$ cat src/seq_pkg.sv
/*
 Shared constants of the program sequencer: register map, field positions,
 reset values, phase numbers and the instruction encoding.
 Assumes a single 20 MHz system clock and a 32-bit APB register bus.
*/
package seq_pkg;
	localparam int PC_W = 10;
	localparam int INSTR_W = 14;
	localparam int DATA_W = 8;
	localparam int STACK_DEPTH = 4;
	localparam int APB_AW = 12;
	localparam logic [PC_W-1:0] RESET_VECTOR = 10'h000;
	localparam logic [PC_W-1:0] INT_VECTOR = 10'h004;
	localparam logic [DATA_W-1:0] ACC_RESET = 8'h00;
	// ****************************************
	// Register offsets and fields
	// ****************************************
	localparam logic [APB_AW-1:0] ADDR_PCL = 12'h000;
	localparam logic [APB_AW-1:0] ADDR_CTRL = 12'h004;
	localparam logic [APB_AW-1:0] ADDR_STATUS = 12'h008;
	localparam int CTRL_INTEN_BIT = 0;
	localparam int STAT_PC_LSB = 0;
	localparam int STAT_ACC_LSB = 10;
	localparam int STAT_INTFLAG_BIT = 18;
	localparam int STAT_PCLPEND_BIT = 19;
	// ****************************************
	// Phases and instruction encoding
	// ****************************************
	localparam logic [1:0] PH_T1 = 2'h0;
	localparam logic [1:0] PH_T3 = 2'h2;
	localparam logic [1:0] PH_T4 = 2'h3;
	localparam logic [2:0] OP_ALU = 3'h0;
	localparam logic [2:0] OP_JUMP = 3'h1;
	localparam logic [2:0] OP_CALL = 3'h2;
	localparam logic [2:0] OP_RETSUB = 3'h3;
	localparam logic [2:0] OP_RETINT = 3'h4;
	localparam logic [2:0] OP_SKIPZ = 3'h5;
	localparam logic [2:0] OP_DECSKIPZ = 3'h6;
	localparam logic [2:0] OP_MOVPCL = 3'h7;
	localparam logic [2:0] ALU_ADD = 3'h0;
	localparam logic [2:0] ALU_AND = 3'h1;
	localparam logic [2:0] ALU_OR = 3'h2;
	localparam logic [2:0] ALU_XOR = 3'h3;
	localparam logic [2:0] ALU_ROTL = 3'h4;
	localparam logic [2:0] ALU_INC = 3'h5;
	localparam logic [2:0] ALU_DEC = 3'h6;
	localparam logic [2:0] ALU_LOAD = 3'h7;
endpackage

$ cat src/program_sequencer_stack.sv
/*
 Instruction sequencer: four-phase instruction cycle, overlapped fetch,
 10-bit program counter, accumulator data path, return stack and APB
 registers. Assumes program memory returns the word one cycle after the
 address and that interrupt requests arrive synchronous to clk_sys.
*/
// What this block does
// - Four non-overlapping phases from the system clock make one instruction cycle.
// - The first phase advances the counter and fetches; the fourth executes.
// - Fetch overlaps execution, so plain instructions take one cycle each.
// - Instructions that change the counter take two instruction cycles.
// - Arithmetic, logic, rotate and skip decisions use the 8-bit accumulator.
// - Sequential execution adds exactly one to the counter per instruction.
// - Jump, call, interrupt and reset load the counter directly.
// - A taken skip discards the fetched instruction and runs a dummy cycle.
// - The counter is two high bits plus a software-visible low byte.
// - The low byte reads and writes; a write jumps within the page.
// - A low byte write inserts one dummy cycle for the prefetch.
// - The stack holds only counter values and is invisible to software.
// - Call and interrupt acknowledge push the counter minus one onto the stack.
// - Both return instructions pop the newest saved counter value.
// - Reset sets the stack pointer to slot zero and empties the stack.
// - With the stack full, interrupts are recorded but acknowledged only later.
// - A call into a full stack still pushes and loses the oldest entry.
// - After reset fetching starts at address zero.
// - The counter addresses 1024 program words of 14 bits.
`timescale 1ns/1ns
module program_sequencer_stack import seq_pkg::*; (
	input wire logic clk_sys, // System clock, 20 MHz.
	input wire logic sys_rst, // Synchronous reset, active high.
	input wire logic psel, // APB select.
	input wire logic penable, // APB access phase.
	input wire logic pwrite, // APB write.
	input wire logic [APB_AW-1:0] paddr, // APB byte address.
	input wire logic [31:0] pwdata, // APB write data.
	output logic [31:0] prdata, // APB read data.
	output logic pready, // APB ready.
	output logic pslverr, // APB error on unmapped address.
	output logic [PC_W-1:0] memAddr, // Program memory word address.
	output logic memRead, // Program memory read strobe.
	input wire logic [INSTR_W-1:0] instrWord, // Program memory word.
	input wire logic intReq, // Enabled interrupt request.
	output logic intAck, // Interrupt acknowledge pulse.
	output logic [3:0] instructionPhaseClocks // One-hot phase strobes.
);
	// ****************************************
	// State
	// ****************************************
	logic [1:0] phaseCnt;
	logic [PC_W-1:0] pc_reg, pc_next, popData;
	logic [INSTR_W-1:0] fetchIr_reg, execIr_reg;
	logic fetchValid_reg, execValid_reg;
	logic [DATA_W-1:0] acc_reg, acc_next, pclVal_reg, imm;
	logic intEnable_reg, intFlag_reg, pclPend_reg;
	logic loadPc, flush, pclApply, ackNow, doPush, doPop;
	logic stackFull, isT4, execNow, apbAccess, apbWrite;
	logic [2:0] op, aluSel;

	phase_divider u_phase (
		.clk_sys(clk_sys),
		.sys_rst(sys_rst),
		.phaseCnt_reg(phaseCnt),
		.phaseHot_reg(instructionPhaseClocks)
	);

	return_stack #(.DEPTH(STACK_DEPTH)) u_stack (
		.clk_sys(clk_sys),
		.sys_rst(sys_rst),
		.push(doPush),
		.pop(doPop),
		.pushData(pc_reg - 10'h001),
		.popData(popData),
		.full(stackFull)
	);

	assign isT4 = (phaseCnt == PH_T4);
	assign execNow = isT4 && execValid_reg;
	assign op = execIr_reg[13:11];
	assign aluSel = execIr_reg[10:8];
	assign imm = execIr_reg[7:0];

	// ****************************************
	// Execute stage, decided in the fourth phase
	// ****************************************
	// The fetched word sits at pc_reg - 1 here, so that is the return address.
	always_comb begin
		acc_next = acc_reg;
		pc_next = pc_reg;
		loadPc = 1'b0;
		flush = 1'b0;
		pclApply = 1'b0;
		ackNow = 1'b0;
		doPush = 1'b0;
		doPop = 1'b0;
		if (execNow) begin
			case (op)
				OP_ALU: begin
					case (aluSel)
						ALU_ADD: acc_next = acc_reg + imm;
						ALU_AND: acc_next = acc_reg & imm;
						ALU_OR: acc_next = acc_reg | imm;
						ALU_XOR: acc_next = acc_reg ^ imm;
						ALU_ROTL: acc_next = {acc_reg[6:0], acc_reg[7]};
						ALU_INC: acc_next = acc_reg + 8'h01;
						ALU_DEC: acc_next = acc_reg - 8'h01;
						default: acc_next = imm;
					endcase
				end
				OP_JUMP: begin
					loadPc = 1'b1;
					pc_next = execIr_reg[PC_W-1:0];
					flush = 1'b1;
				end
				OP_CALL: begin
					loadPc = 1'b1;
					pc_next = execIr_reg[PC_W-1:0];
					flush = 1'b1;
					doPush = 1'b1;
				end
				OP_RETSUB, OP_RETINT: begin
					loadPc = 1'b1;
					pc_next = popData;
					flush = 1'b1;
					doPop = 1'b1;
				end
				OP_SKIPZ: begin
					flush = (acc_reg == 8'h00);
				end
				OP_DECSKIPZ: begin
					acc_next = acc_reg - 8'h01;
					flush = (acc_reg == 8'h01);
				end
				default: begin
					loadPc = 1'b1;
					pc_next = {pc_reg[PC_W-1:DATA_W], acc_reg};
					flush = 1'b1;
				end
			endcase
		end
		if (isT4 && !flush && pclPend_reg) begin
			pclApply = 1'b1;
			loadPc = 1'b1;
			pc_next = {pc_reg[PC_W-1:DATA_W], pclVal_reg};
			flush = 1'b1;
		end else if (isT4 && !flush && intFlag_reg && intEnable_reg && !stackFull) begin
			ackNow = 1'b1;
			loadPc = 1'b1;
			pc_next = INT_VECTOR;
			flush = 1'b1;
			doPush = 1'b1;
		end
	end

	// ****************************************
	// Program counter and fetch pipeline
	// ****************************************
	always_ff @(posedge clk_sys) begin
		if (sys_rst) begin
			pc_reg <= RESET_VECTOR;
		end else if (phaseCnt == PH_T1) begin
			pc_reg <= pc_reg + 10'h001;
		end else if (loadPc) begin
			pc_reg <= pc_next;
		end
	end

	always_ff @(posedge clk_sys) begin
		if (sys_rst) begin
			memAddr <= RESET_VECTOR;
			memRead <= 1'b0;
		end else begin
			memRead <= (phaseCnt == PH_T1);
			if (phaseCnt == PH_T1) begin
				memAddr <= pc_reg;
			end
		end
	end

	always_ff @(posedge clk_sys) begin
		if (sys_rst) begin
			fetchIr_reg <= '0;
			fetchValid_reg <= 1'b0;
		end else if (phaseCnt == PH_T3) begin
			fetchIr_reg <= instrWord;
			fetchValid_reg <= 1'b1;
		end else if (flush) begin
			fetchValid_reg <= 1'b0;
		end
	end

	always_ff @(posedge clk_sys) begin
		if (sys_rst) begin
			execIr_reg <= '0;
			execValid_reg <= 1'b0;
		end else if (phaseCnt == PH_T1) begin
			execIr_reg <= fetchIr_reg;
			execValid_reg <= fetchValid_reg;
		end
	end

	always_ff @(posedge clk_sys) begin
		if (sys_rst) begin
			acc_reg <= ACC_RESET;
		end else begin
			acc_reg <= acc_next;
		end
	end

	// ****************************************
	// Interrupt request and acknowledge
	// ****************************************
	always_ff @(posedge clk_sys) begin
		if (sys_rst) begin
			intFlag_reg <= 1'b0;
			intAck <= 1'b0;
		end else begin
			intAck <= ackNow;
			if (intReq) begin
				intFlag_reg <= 1'b1;
			end else if (ackNow) begin
				intFlag_reg <= 1'b0;
			end
		end
	end

	// ****************************************
	// APB registers
	// ****************************************
	assign apbAccess = psel && penable && !pready;
	assign apbWrite = psel && penable && pready && pwrite;

	always_ff @(posedge clk_sys) begin
		if (sys_rst) begin
			pready <= 1'b0;
			pslverr <= 1'b0;
			prdata <= '0;
		end else begin
			pready <= apbAccess;
			pslverr <= 1'b0;
			prdata <= '0;
			if (apbAccess) begin
				case (paddr)
					ADDR_PCL: prdata <= {24'h000000, pc_reg[DATA_W-1:0]};
					ADDR_CTRL: prdata <= {31'h00000000, intEnable_reg};
					ADDR_STATUS: begin
						prdata[STAT_PC_LSB +: PC_W] <= pc_reg;
						prdata[STAT_ACC_LSB +: DATA_W] <= acc_reg;
						prdata[STAT_INTFLAG_BIT] <= intFlag_reg;
						prdata[STAT_PCLPEND_BIT] <= pclPend_reg;
					end
					default: pslverr <= 1'b1;
				endcase
			end
		end
	end

	always_ff @(posedge clk_sys) begin
		if (sys_rst) begin
			intEnable_reg <= 1'b0;
		end else if (apbWrite && paddr == ADDR_CTRL) begin
			intEnable_reg <= pwdata[CTRL_INTEN_BIT];
		end
	end

	// A new write in the cycle the old one is applied keeps the new value pending.
	always_ff @(posedge clk_sys) begin
		if (sys_rst) begin
			pclPend_reg <= 1'b0;
			pclVal_reg <= 8'h00;
		end else if (apbWrite && paddr == ADDR_PCL) begin
			pclPend_reg <= 1'b1;
			pclVal_reg <= pwdata[DATA_W-1:0];
		end else if (pclApply) begin
			pclPend_reg <= 1'b0;
		end
	end
endmodule

$ cat src/phase_divider.sv
/*
 Free-running divider that splits the system clock into four instruction
 phases, given both as a count and as one-hot phase strobes.
 Assumes a synchronous, active-high reset.
*/
`timescale 1ns/1ns
module phase_divider import seq_pkg::*; (
	input wire logic clk_sys, // System clock.
	input wire logic sys_rst, // Synchronous reset.
	output logic [1:0] phaseCnt_reg, // Current phase number.
	output logic [3:0] phaseHot_reg // One-hot phase strobes.
);
	always_ff @(posedge clk_sys) begin
		if (sys_rst) begin
			phaseCnt_reg <= PH_T1;
			phaseHot_reg <= 4'h1;
		end else begin
			phaseCnt_reg <= phaseCnt_reg + 2'h1;
			phaseHot_reg <= {phaseHot_reg[2:0], phaseHot_reg[3]};
		end
	end
endmodule

$ cat src/return_stack.sv
/*
 Return-address stack of program counter values with no software access.
 A push into a full stack overwrites the oldest entry. Assumes push and
 pop never come together and DEPTH is a power of two.
*/
`timescale 1ns/1ns
module return_stack import seq_pkg::*; #(
	parameter int DEPTH = STACK_DEPTH
) (
	input wire logic clk_sys, // System clock.
	input wire logic sys_rst, // Synchronous reset.
	input wire logic push, // Save pushData.
	input wire logic pop, // Drop the newest entry.
	input wire logic [PC_W-1:0] pushData, // Address to save.
	output logic [PC_W-1:0] popData, // Newest saved address.
	output logic full // Every level holds an address.
);
	localparam int PW = $clog2(DEPTH);
	localparam int CW = $clog2(DEPTH + 1);
	localparam logic [CW-1:0] DEPTH_C = CW'(DEPTH);
	logic [PC_W-1:0] slots [DEPTH];
	logic [PW-1:0] ptr_reg;
	logic [CW-1:0] count_reg;

	assign full = (count_reg == DEPTH_C);
	assign popData = slots[ptr_reg - PW'(1)];

	always_ff @(posedge clk_sys) begin
		if (push) begin
			slots[ptr_reg] <= pushData;
		end
	end

	always_ff @(posedge clk_sys) begin
		if (sys_rst) begin
			ptr_reg <= '0;
			count_reg <= '0;
		end else if (push) begin
			ptr_reg <= ptr_reg + PW'(1);
			count_reg <= full ? count_reg : count_reg + CW'(1);
		end else if (pop && count_reg != '0) begin
			ptr_reg <= ptr_reg - PW'(1);
			count_reg <= count_reg - CW'(1);
		end
	end
endmodule

$ cat config.mk
export PLATFORM = sky130hd
export DESIGN_NAME = program_sequencer_stack
export DESIGN_NICKNAME = d
export VERILOG_FILES = /design/src/seq_pkg.sv /design/src/program_sequencer_stack.sv /design/src/phase_divider.sv /design/src/return_stack.sv
export SDC_FILE = /design/constraint.sdc
export NUM_CORES = 1
export LEC_CHECK = 0
export BUFFER_PORTS_ARGS = -buffer_cell sky130_fd_sc_hd__buf_2
export CAP_MARGIN = 5
export CORE_MARGIN = 3
export CORE_UTILIZATION = 55
export CTS_CLUSTER_DIAMETER = 100
export DETAILED_ROUTE_END_ITERATION = 7
export PLACE_DENSITY = 0.78
export SYNTH_ARGS = -nofsm -noshare
export SYNTH_HDL_FRONTEND = slang
export SYNTH_SLANG_ARGS = --single-unit
$ cat constraint.sdc
create_clock -name clk_sys -period 6.2 [get_ports clk_sys]
set_input_delay 0.62 -clock clk_sys [delete_from_list [all_inputs] [get_ports clk_sys]]
set_output_delay 0.62 -clock clk_sys [all_outputs]
set_load 0.1 [all_outputs]
==> metrics, run 1 <==
status=finished, final reports clean; Seq/Total Area, Yosys=43.9%; first-pass GRT wire length=30300 µm; die height=123 µm; #FFs+latches synth=144; # DRC=0; Detailed Route Iter0 Violations=664; GP Congestion=0.936; final period utilization=60.8%; Pwr per Cell Area=278 nW/µm²; Min-Delay Path Class=in -> reg; Hold Fails Final Rpt=0; row cnt=41; RSZ-0062 raised after global routing=no; hold depth=3; share of the synthesized area in the top cell type=27.9%; post-cts resize count=0; Root Driver=clkbuf_16; setup violation total in the final timing report=0; drt wl/cell=18.9 µm; core box area=12900 µm²; Hold Path End=fetchIr_reg[9]$_SDFFE_PP0P_; Hold Slack=0.423 ns; Worst-Margin Slew=1.23 ns; VDD IR max=0.000376 V; die area=15000 µm²; WL final=19100 µm; clock skew=0.00928 ns; area of the multi-input gates=3830 µm²; Final Util=65.6%; Seq. cell area=3280 µm²; Final Critical Period=3.77 ns; Static Leakage=3.46 nW; max FFs per register=40; Max Cap Viol=0; pin count of the biggest net entering global routing=84; TritonCTS buffer count=17; Fill cells=1020; IO Pins=114; cts hold-fix bufs=0; Yosys top cell by area=dfxtp_1; clk slew on worst S/H paths=0.06 ns; Synth Warn #=0; DRT Pass-1 Iters=5; CTS tree=built; Setup crit end kind=flip-flop; share of layout cells above drive strength 1=16.8%; most frequent cells in the layout=dfxtp_1, nor2_1, buf_2; clock buffer depth=2; Detailed Place HPWL=13100 µm; port bufs=77; sum of negative setup slack=0 ns; n_diodes=0; number of synthesized flops with an enable pin=40; Slew Viols, Final=0; Num Clock Sinks=144; Max Clock Freq=265 MHz; Worst Hold Launch=instrWord[9]; cells after synthesis=775; Crit Path Class=reg -> reg; via-per-instance ratio=6.09; data required time at the worst endpoint=6.48 ns; Slew HR=17.2%; ys async rst share=0%; commonest non-fill, non-tap cell in the layout=dfxtp_1; Post-DRT Antenna Nets=0; startpoint types=flip-flop; maximum fanout along the worst path=12; GRT overflow=0; Largest regs=u_stack.slots: 40 flops, prdata: 20 flops; all-layer global routing usage=26.3%; Reg2Reg Setup Slack=2.43 ns; initial antenna violation count=0; post-synthesis area per instance=9.64 µm²; vias in the first global route=5869; FF-to-FF End=u_stack.count_reg[2]$_SDFFE_PP0P_; Syn-to-layout area delta=13.5%; Synth Flop Type=dfxtp_1; vias after detailed routing=6151; Initial Util=57.8%; final net count=926; clock latency on the worst-skew pair=0.43 ns; synthesized area=7470 µm²; leading post-synthesis cells by cell area=dfxtp_1, edfxtp_1, mux2i_1, ha_1, nor2_1; Worst R2R Path Depth=13; Cell variety after synth=70; Biggest register=u_stack.slots; WP data arrival=4.05 ns; postcts setup bufs=0; crit path from=acc_reg[1]$_SDFFE_PP0P_; H-Tree Depth=4; RR Startpoint=acc_reg[1]$_SDFFE_PP0P_; die width=123 µm
==> stage by stage <==
step	cells	instance area (µm²)	setup slack [ns]	power (mW)
2_1_floorplan	786	7520	3.00	1.26
3_3_place_gp	978	7870	2.64	1.31
3_5_place_dp	978	7870	2.50	1.32
4_1_cts	1010	8480	2.48	2.37
5_1_grt	1010	8480	2.10	2.43
6_report	1010	8480	2.43	2.36
==> synth_stat cells, types with 12 or more instances <==
master    count
a21oi_1      43
a221oi_1     13
and3_1       16
buf_4        12
clkbuf_1     37
dfxtp_1     104
edfxtp_1     40
ha_1         36
inv_1        32
mux2i_1      52
nand2_1      42
nor2_1      102
nor3_1       16
o21ai_0      27
xnor2_1      13
xor2_1       15
==> worst max path at each step <==
stage,endpoint,cells after the start
after floorplan,u_stack.count_reg[2]$_SDFFE_PP0P_,15
after global placement,u_stack.count_reg[2]$_SDFFE_PP0P_,13
after detailed placement,u_stack.count_reg[2]$_SDFFE_PP0P_,13
after CTS,u_stack.count_reg[2]$_SDFFE_PP0P_,13
after global routing,u_stack.count_reg[2]$_SDFFE_PP0P_,13
final,u_stack.count_reg[2]$_SDFFE_PP0P_,13
==> report_power, final <==
group | switching, mW | internal (mW) | total (mW)
registers | 0.0335 | 1.01 | 1.04
logic | 0.190 | 0.0752 | 0.266
clock network | 0.417 | 0.632 | 1.05
total | 0.641 | 1.72 | 2.36
==> final cells by class <==
cell class,instances,share of cell area (%)
clock buffer,21,5.96
clock inverter,11,1.31
timing repair buffer,82,4.98
inverter,32,1.42
tap,172,2.54
multi-input combinational,548,45.1
sequential,144,38.7
==> logic make-up after synthesis <==
kind of cell	share of synthesized area [%]
fa+ha+maj	6.29
flops	43.9
buf+inv	5.47
compound gates	14.4
simple gates	16.6
xor+xnor	3.28
other cells	0.0502
mux	9.98
==> per-layer routing <==
| layer | wire length, µm | GRT usage, % | vias up | part of all wire [%] |
|---|---|---|---|---|
| li1 | - | - | 2870 | - |
| met1 | 7470 | 32.8 | 2912 | 39 |
| met2 | 9370 | 43.3 | 328 | 49 |
| met3 | 1850 | 7.37 | 41 | 9.7 |
| met4 | 371 | 10.1 | 0 | 1.9 |
| met5 | 0 | 0 | - | 0 |
==> worst max-delay path: stages, from the launching register on <==
cell and delay [ns]:
dfxtp_1 0.69, inv_1 0.21, ha_1 0.25, nand3b_1 0.15, a2111oi_4 0.12, or3_1 0.51
o21ai_2 0.39, xnor2_1 0.12, ha_1 0.24, or2_2 0.30, o21ai_0 0.26, o21ai_0 0.14
a21oi_1 0.17, nor3_1 0.07
(Power assumes the default switching activity.)
==> inputs of run 2 (changes only) <==
--- a/config.mk
+++ b/config.mk
@@ -8,10 +8,10 @@
 export BUFFER_PORTS_ARGS = -buffer_cell sky130_fd_sc_hd__buf_2
 export CAP_MARGIN = 5
 export CORE_MARGIN = 3
-export CORE_UTILIZATION = 55
+export CORE_UTILIZATION = 52
 export CTS_CLUSTER_DIAMETER = 100
 export DETAILED_ROUTE_END_ITERATION = 7
-export PLACE_DENSITY = 0.78
+export PLACE_DENSITY = 0.77
 export SYNTH_ARGS = -nofsm -noshare
 export SYNTH_HDL_FRONTEND = slang
 export SYNTH_SLANG_ARGS = --single-unit
==> constraint.sdc (replaced) <==
create_clock -name clk_sys -period 3.3 [get_ports clk_sys]
set_input_delay 0.33 -clock clk_sys [delete_from_list [all_inputs] [get_ports clk_sys]]
set_output_delay 0.33 -clock clk_sys [all_outputs]
set_load 0.1 [all_outputs]
==> metrics, run 2 (synthesis results as in run 1) <==
final period utilization=90.8% (+30 points); Setup crit end kind=flip-flop; die area=15800 µm² (+5.5%); Hold Slack=0.140 ns (-0.283 ns); Max Cap Viol=0 (unchanged); Syn-to-layout area delta=14.8%; delay-heaviest family, CP=simple AND/OR/NAND/NOR gates; die width=126 µm (+2.7%); status=finished, final reports clean; core box area=14000 µm² (+8.2%); Slew HR=34.1% (+17 points); WP data arrival=3.35 ns (-0.70 ns); setup violation total in the final timing report=0 (unchanged); commonest non-fill, non-tap cell in the layout=dfxtp_1; share of layout cells above drive strength 1=18.7% (+1.9 points); drt wl/cell=17.4 µm (-7.8%); data required time at the worst endpoint=3.65 ns (-2.83 ns); Largest regs=u_stack.slots: 40 flops, prdata: 20 flops; final worst slack=0.303 ns (-2.13 ns); RSZ-0062 raised after global routing=no; Hold Fails Final Rpt=0 (unchanged); first-pass GRT wire length=28900 µm (-4.6%); TritonCTS buffer count=17 (unchanged); H-Tree Depth=4 (unchanged); row cnt=43 (+4.9%); Max Clock Freq=334 MHz (+26%); die height=126 µm (+2.7%); clock skew=0.0115 ns (+0.00221 ns); DRT Pass-1 Iters=8 (+3); Post-Place Worst Slack=0.335 ns (-2.16 ns); pin count of the biggest net entering global routing=83 (-1.2%); clock latency on the worst-skew pair=0.43 ns (about the same); Post-DRT Antenna Nets=0 (unchanged); most frequent cells in the layout=dfxtp_1, nor2_1, buf_2; Num Clock Sinks=144 (unchanged); maximum fanout along the worst path=7 (-5); vias after detailed routing=6104 (-0.76%); Slew Viols, Final=0 (unchanged); GP Congestion=0.927 (-0.93%); Worst path slowest cell=or4_4; most used cell along the critical path=or3_1; all-layer global routing usage=22.9% (-3.4 points); Detailed Route Iter0 Violations=552 (-17%); VDD IR max=0.000353 V (-6.1%); Crit Path Class=reg -> reg; CTS tree=built; Detailed Place HPWL=12700 µm (-3.2%); n_diodes=0 (unchanged); startpoint types=flip-flop; WL final=18100 µm (-5.1%); worst path bufs/invs=0 (-1); Final Util=61.4% (-4.3 points); # DRC=0 (unchanged); Pwr per Cell Area=492 nW/µm² (+77%); vias in the first global route=5578 (-5.0%); clk slew on worst S/H paths=0.07 ns (about the same); GRT overflow=0 (unchanged); Final Critical Period=3.00 ns (-0.775 ns); cts hold-fix bufs=0 (unchanged); initial antenna violation count=0 (unchanged); postcts setup bufs=0 (unchanged); Critical Path Max Stage Delay=0.49 ns (-0.20 ns); Root Driver=clkbuf_16; via-per-instance ratio=5.87 (-3.6%); Initial Util=53.4% (-4.4 points); final net count=948 (+2.4%); port bufs=77 (unchanged); Biggest register=u_stack.slots; IO Pins=114 (unchanged); Min-Delay Path Class=in -> reg; critical-path cell list=or4_4, a2111oi_4, or3_1, o21ai_2, xnor2_1, ha_1, or2_2, or3_1, o21ai_0, a21oi_1, nor3_1; Worst-Margin Slew=0.988 ns (-0.244 ns); clock buffer depth=2 (unchanged); Reg2Reg Setup Slack=0.30 ns (-2.13 ns); max FFs per register=40 (unchanged); Fill cells=1164 (+14%); sum of negative setup slack=0 ns (unchanged); post-cts resize count=0 (unchanged); Static Leakage=3.54 nW (+2.4%)
==> run 2: worst min-delay path, stage by stage <==
cell     delay, ns
buf_2         0.07
mux2i_1       0.05
nor2_1        0.07
==> run 2: area by class of cell <==
type                    count  area, µm²  share of cell area [%]
multi-input cells         548       3830                    44.6
clock buffers              21        460                    5.36
clock inverters            11       80.1                   0.933
flip-flops and latches    144       3280                    38.3
inverters                  32        120                    1.40
well taps                 180        225                    2.62
repair buffers            104        588                    6.85
==> run 2: power breakdown <==
part	internal, mW	total (mW)	leakage [nW]	switching (mW)
registers	1.90	1.95	1.20	0.0536
clock network	1.01	1.77	0.265	0.761
logic	0.146	0.506	2.08	0.360
==> run 2: layer usage <==
layer  global-route usage (%)  part of all wire [%]  vias to the layer above
met5                        0                     0                        -
met4                     8.39                   2.4                        0
met3                     5.00                   7.5                       30
met2                     35.9                    47                      258
met1                     31.3                    44                     2890
li1                         -                     -                     2926
==> run 2: path summary, 6_finish.rpt <==
check / from / cells after the start / to
worst max-delay path: acc_reg[5]$_SDFFE_PP0P_ / 11 / u_stack.count_reg[2]$_SDFFE_PP0P_
worst min-delay path: instrWord[2] / 3 / fetchIr_reg[2]$_SDFFE_PP0P_
worst max register to register: acc_reg[5]$_SDFFE_PP0P_ / 11 / u_stack.count_reg[2]$_SDFFE_PP0P_
worst min register to register: u_phase.phaseHot_reg[3]$_SDFF_PP0_ / 1 / u_phase.phaseHot_reg[0]$_SDFF_PP1_
==> run 2: per-stage QoR <==
stage               total power [mW]  area [µm²]  std cells
floorplan                       2.37        7520        786
global placement                2.48        8040       1008
detailed placement              2.49        8040       1008
CTS                             4.24        8580       1040
global route                    4.36        8580       1040
finish                          4.22        8580       1040
==> inputs of run 3 (changes only) <==
--- a/config.mk
+++ b/config.mk
@@ -5,13 +5,15 @@
 export SDC_FILE = /design/constraint.sdc
 export NUM_CORES = 1
 export LEC_CHECK = 0
+export ABC_CLOCK_PERIOD_IN_PS = 2560
 export BUFFER_PORTS_ARGS = -buffer_cell sky130_fd_sc_hd__buf_2
 export CAP_MARGIN = 5
 export CORE_MARGIN = 3
-export CORE_UTILIZATION = 52
+export CORE_UTILIZATION = 53
+export CTS_BUF_LIST = sky130_fd_sc_hd__clkbuf_2 sky130_fd_sc_hd__clkbuf_4 sky130_fd_sc_hd__clkbuf_8
 export CTS_CLUSTER_DIAMETER = 100
 export DETAILED_ROUTE_END_ITERATION = 7
-export PLACE_DENSITY = 0.77
+export PLACE_DENSITY = 0.78
 export SYNTH_ARGS = -nofsm -noshare
 export SYNTH_HDL_FRONTEND = slang
 export SYNTH_SLANG_ARGS = --single-unit
==> constraint.sdc (replaced) <==
create_clock -name clk_sys -period 2.56 [get_ports clk_sys]
set_input_delay 0.256 -clock clk_sys [delete_from_list [all_inputs] [get_ports clk_sys]]
set_output_delay 0.256 -clock clk_sys [all_outputs]
set_load 0.1 [all_outputs]
==> metrics, run 3 (synthesis results as in run 1) <==
status=finished, violations left; violated checks=negative setup slack; port bufs=77 (unchanged); Pwr per Cell Area=573 nW/µm² (+16%); final period utilization=101% (+10 points); max FFs per register=40 (unchanged); n_diodes=0 (unchanged); final instance area=8920 µm² (+4.0%); vias in the first global route=5973 (+7.1%); pin count of the biggest net entering global routing=53 (-36%); Worst-Margin Slew=0.611 ns (-0.377 ns); Clk pwr share=37.5% (-4.3 points); vias after detailed routing=6296 (+3.1%); DRT Pass-1 Iters=6 (-2); Detailed Place HPWL=14000 µm (+10%); Int Pwr=3.73 mW (+22%); first-pass GRT wire length=31000 µm (+7.3%); Sequential Power Share=48.9% (+2.7 points); initial antenna violation count=0 (unchanged); die height=125 µm (-0.91%); Root Driver=clkbuf_8; via-per-instance ratio=5.80 (-1.1%); startpoint types=flip-flop; H-Tree Depth=4 (unchanged); TritonCTS buffer count=17 (unchanged); commonest non-fill, non-tap cell in the layout=nor2_1; Initial Util=55.3% (+1.9 points); most frequent cells in the layout=nor2_1, dfxtp_1, buf_2; Slew Viols, Final=0 (unchanged); RSZ-0062 raised after global routing=yes; drt wl/cell=17.6 µm (+1.1%); data required time at the worst endpoint=2.94 ns (-0.71 ns); clock latency on the worst-skew pair=0.46 ns (+0.03 ns); clk slew on worst S/H paths=0.08 ns (about the same); share of layout cells above drive strength 1=25.0% (+6.3 points); Biggest register=u_stack.slots; clock skew=0.0132 ns (+0.00173 ns); clock buffer depth=2 (unchanged); core box area=13500 µm² (-3.5%); # DRC=0 (unchanged); Static Leakage=3.77 nW (+6.3%); GP Congestion=0.970 (+4.6%); Post-DRT Antenna Nets=0 (unchanged); IO Pins=114 (unchanged); Num Clock Sinks=144 (unchanged); setup violation total in the final timing report=1 (+1); die area=15600 µm² (-1.8%); Final Critical Period=2.58 ns (-0.414 ns); Max Clock Freq=387 MHz (+16%); Max Cap Viol=0 (unchanged); sw frac=27.2% (-0.65 points); die width=125 µm (-0.91%); Crit Path Class=reg -> reg; CTS tree=built; Setup crit end kind=flip-flop; Post-Place Worst Slack=-0.185 ns (-0.520 ns); final net count=997 (+5.2%); row cnt=42 (-2.3%); Largest regs=u_stack.slots: 40 flops, prdata: 20 flops; WL final=19100 µm (+5.5%); maximum fanout along the worst path=7 (unchanged); Post-DP Area=8440 µm² (+5.0%); final worst slack=-0.0227 ns (-0.326 ns); Slew HR=59.0% (+25 points); total power=5.12 mW (+21%); Syn-to-layout area delta=19.4%; GRT overflow=0 (unchanged); VDD IR max=0.000522 V (+48%); Detailed Route Iter0 Violations=706 (+28%); all-layer global routing usage=24.8% (+1.9 points); Min-Delay Path Class=in -> reg; net switching power=1.39 mW (+18%); Hold Fails Final Rpt=0 (unchanged); Comb pwr share=13.5% (+1.5 points); WP data arrival=2.96 ns (-0.39 ns)
run 3: worst max-delay path, stage by stage, from the launching register on:
cell and delay (ns):
dfxtp_1 0.47, xor2_1 0.26, a211oi_2 0.11, or3_4 0.41, o21ai_4 0.17, xnor2_1 0.08, ha_2 0.18, or2_4 0.22
or3_1 0.30, o21ai_1 0.14, a21oi_1 0.05, nor3_1 0.11
run 3: final timing paths:
| check | startpoint | end | slack, ns | cells past startpoint |
|---|---|---|---|---|
| max | execIr_reg[12]$_SDFFE_PP0P_ | u_stack.count_reg[2]$_SDFFE_PP0P_ | -0.02 | 11 |
| min | instrWord[9] | fetchIr_reg[9]$_SDFFE_PP0P_ | 0.03 | 3 |
| max reg2reg | execIr_reg[12]$_SDFFE_PP0P_ | u_stack.count_reg[2]$_SDFFE_PP0P_ | -0.02 | 11 |
| min reg2reg | u_phase.phaseHot_reg[3]$_SDFF_PP0_ | u_phase.phaseHot_reg[0]$_SDFF_PP1_ | 0.45 | 1 |
run 3: what timing repair did:
action                     in CTS  in global routing
resized for setup               2                 11
hold endpoints to repair        1                  0
pin swaps                       6                  2
hold buffers                    1                  0
setup endpoints to repair       1                  6
gates cloned                    0                  0
setup buffers                   1                  0
run 3: layer usage:
| layer | up-vias | global-route usage, % | share of wire [%] |
|---|---|---|---|
| met2 | 259 | 38.8 | 47 |
| met1 | 2989 | 33.1 | 44 |
| met4 | 0 | 9.99 | 2.4 |
| met5 | - | 0 | 0 |
| met3 | 38 | 5.87 | 7.1 |
| li1 | 3010 | - | - |
run 3: cell type report:
cell class / count / area [µm²]
clock buffer: 24 / 299
inverter: 32 / 123
clock inverter: 8 / 128
multi-input combinational: 548 / 3890
timing repair buffer: 153 / 975
tap: 176 / 220
sequential: 144 / 3290
fill: 1057 / 4580
run 3: per-stage QoR:
stage / instances / hold WS [ns] / util [%] / setup TNS (ns)
2_1_floorplan: 786 / 0.385 / - / -0.327
3_3_place_gp: 1051 / 0.417 / 62.5 / -0.152
3_5_place_dp: 1051 / 0.423 / 62.5 / -0.185
4_1_cts: 1085 / 0.00293 / 65.9 / -0.0268
5_1_grt: 1085 / 0.00616 / 66.1 / -0.261
6_report: 1085 / 0.0350 / 66.1 / -0.0227
run 3: power groups by stage:
stage / Clock (mW) / Sequential (mW) / Combinational (mW)
3_5_place_dp: 0 / 2.55 / 0.683
2_1_floorplan: 0 / 2.62 / 0.443
3_3_place_gp: 0 / 2.55 / 0.670
4_1_cts: 1.96 / 2.50 / 0.688
5_1_grt: 2.05 / 2.51 / 0.747
6_report: 1.92 / 2.50 / 0.693
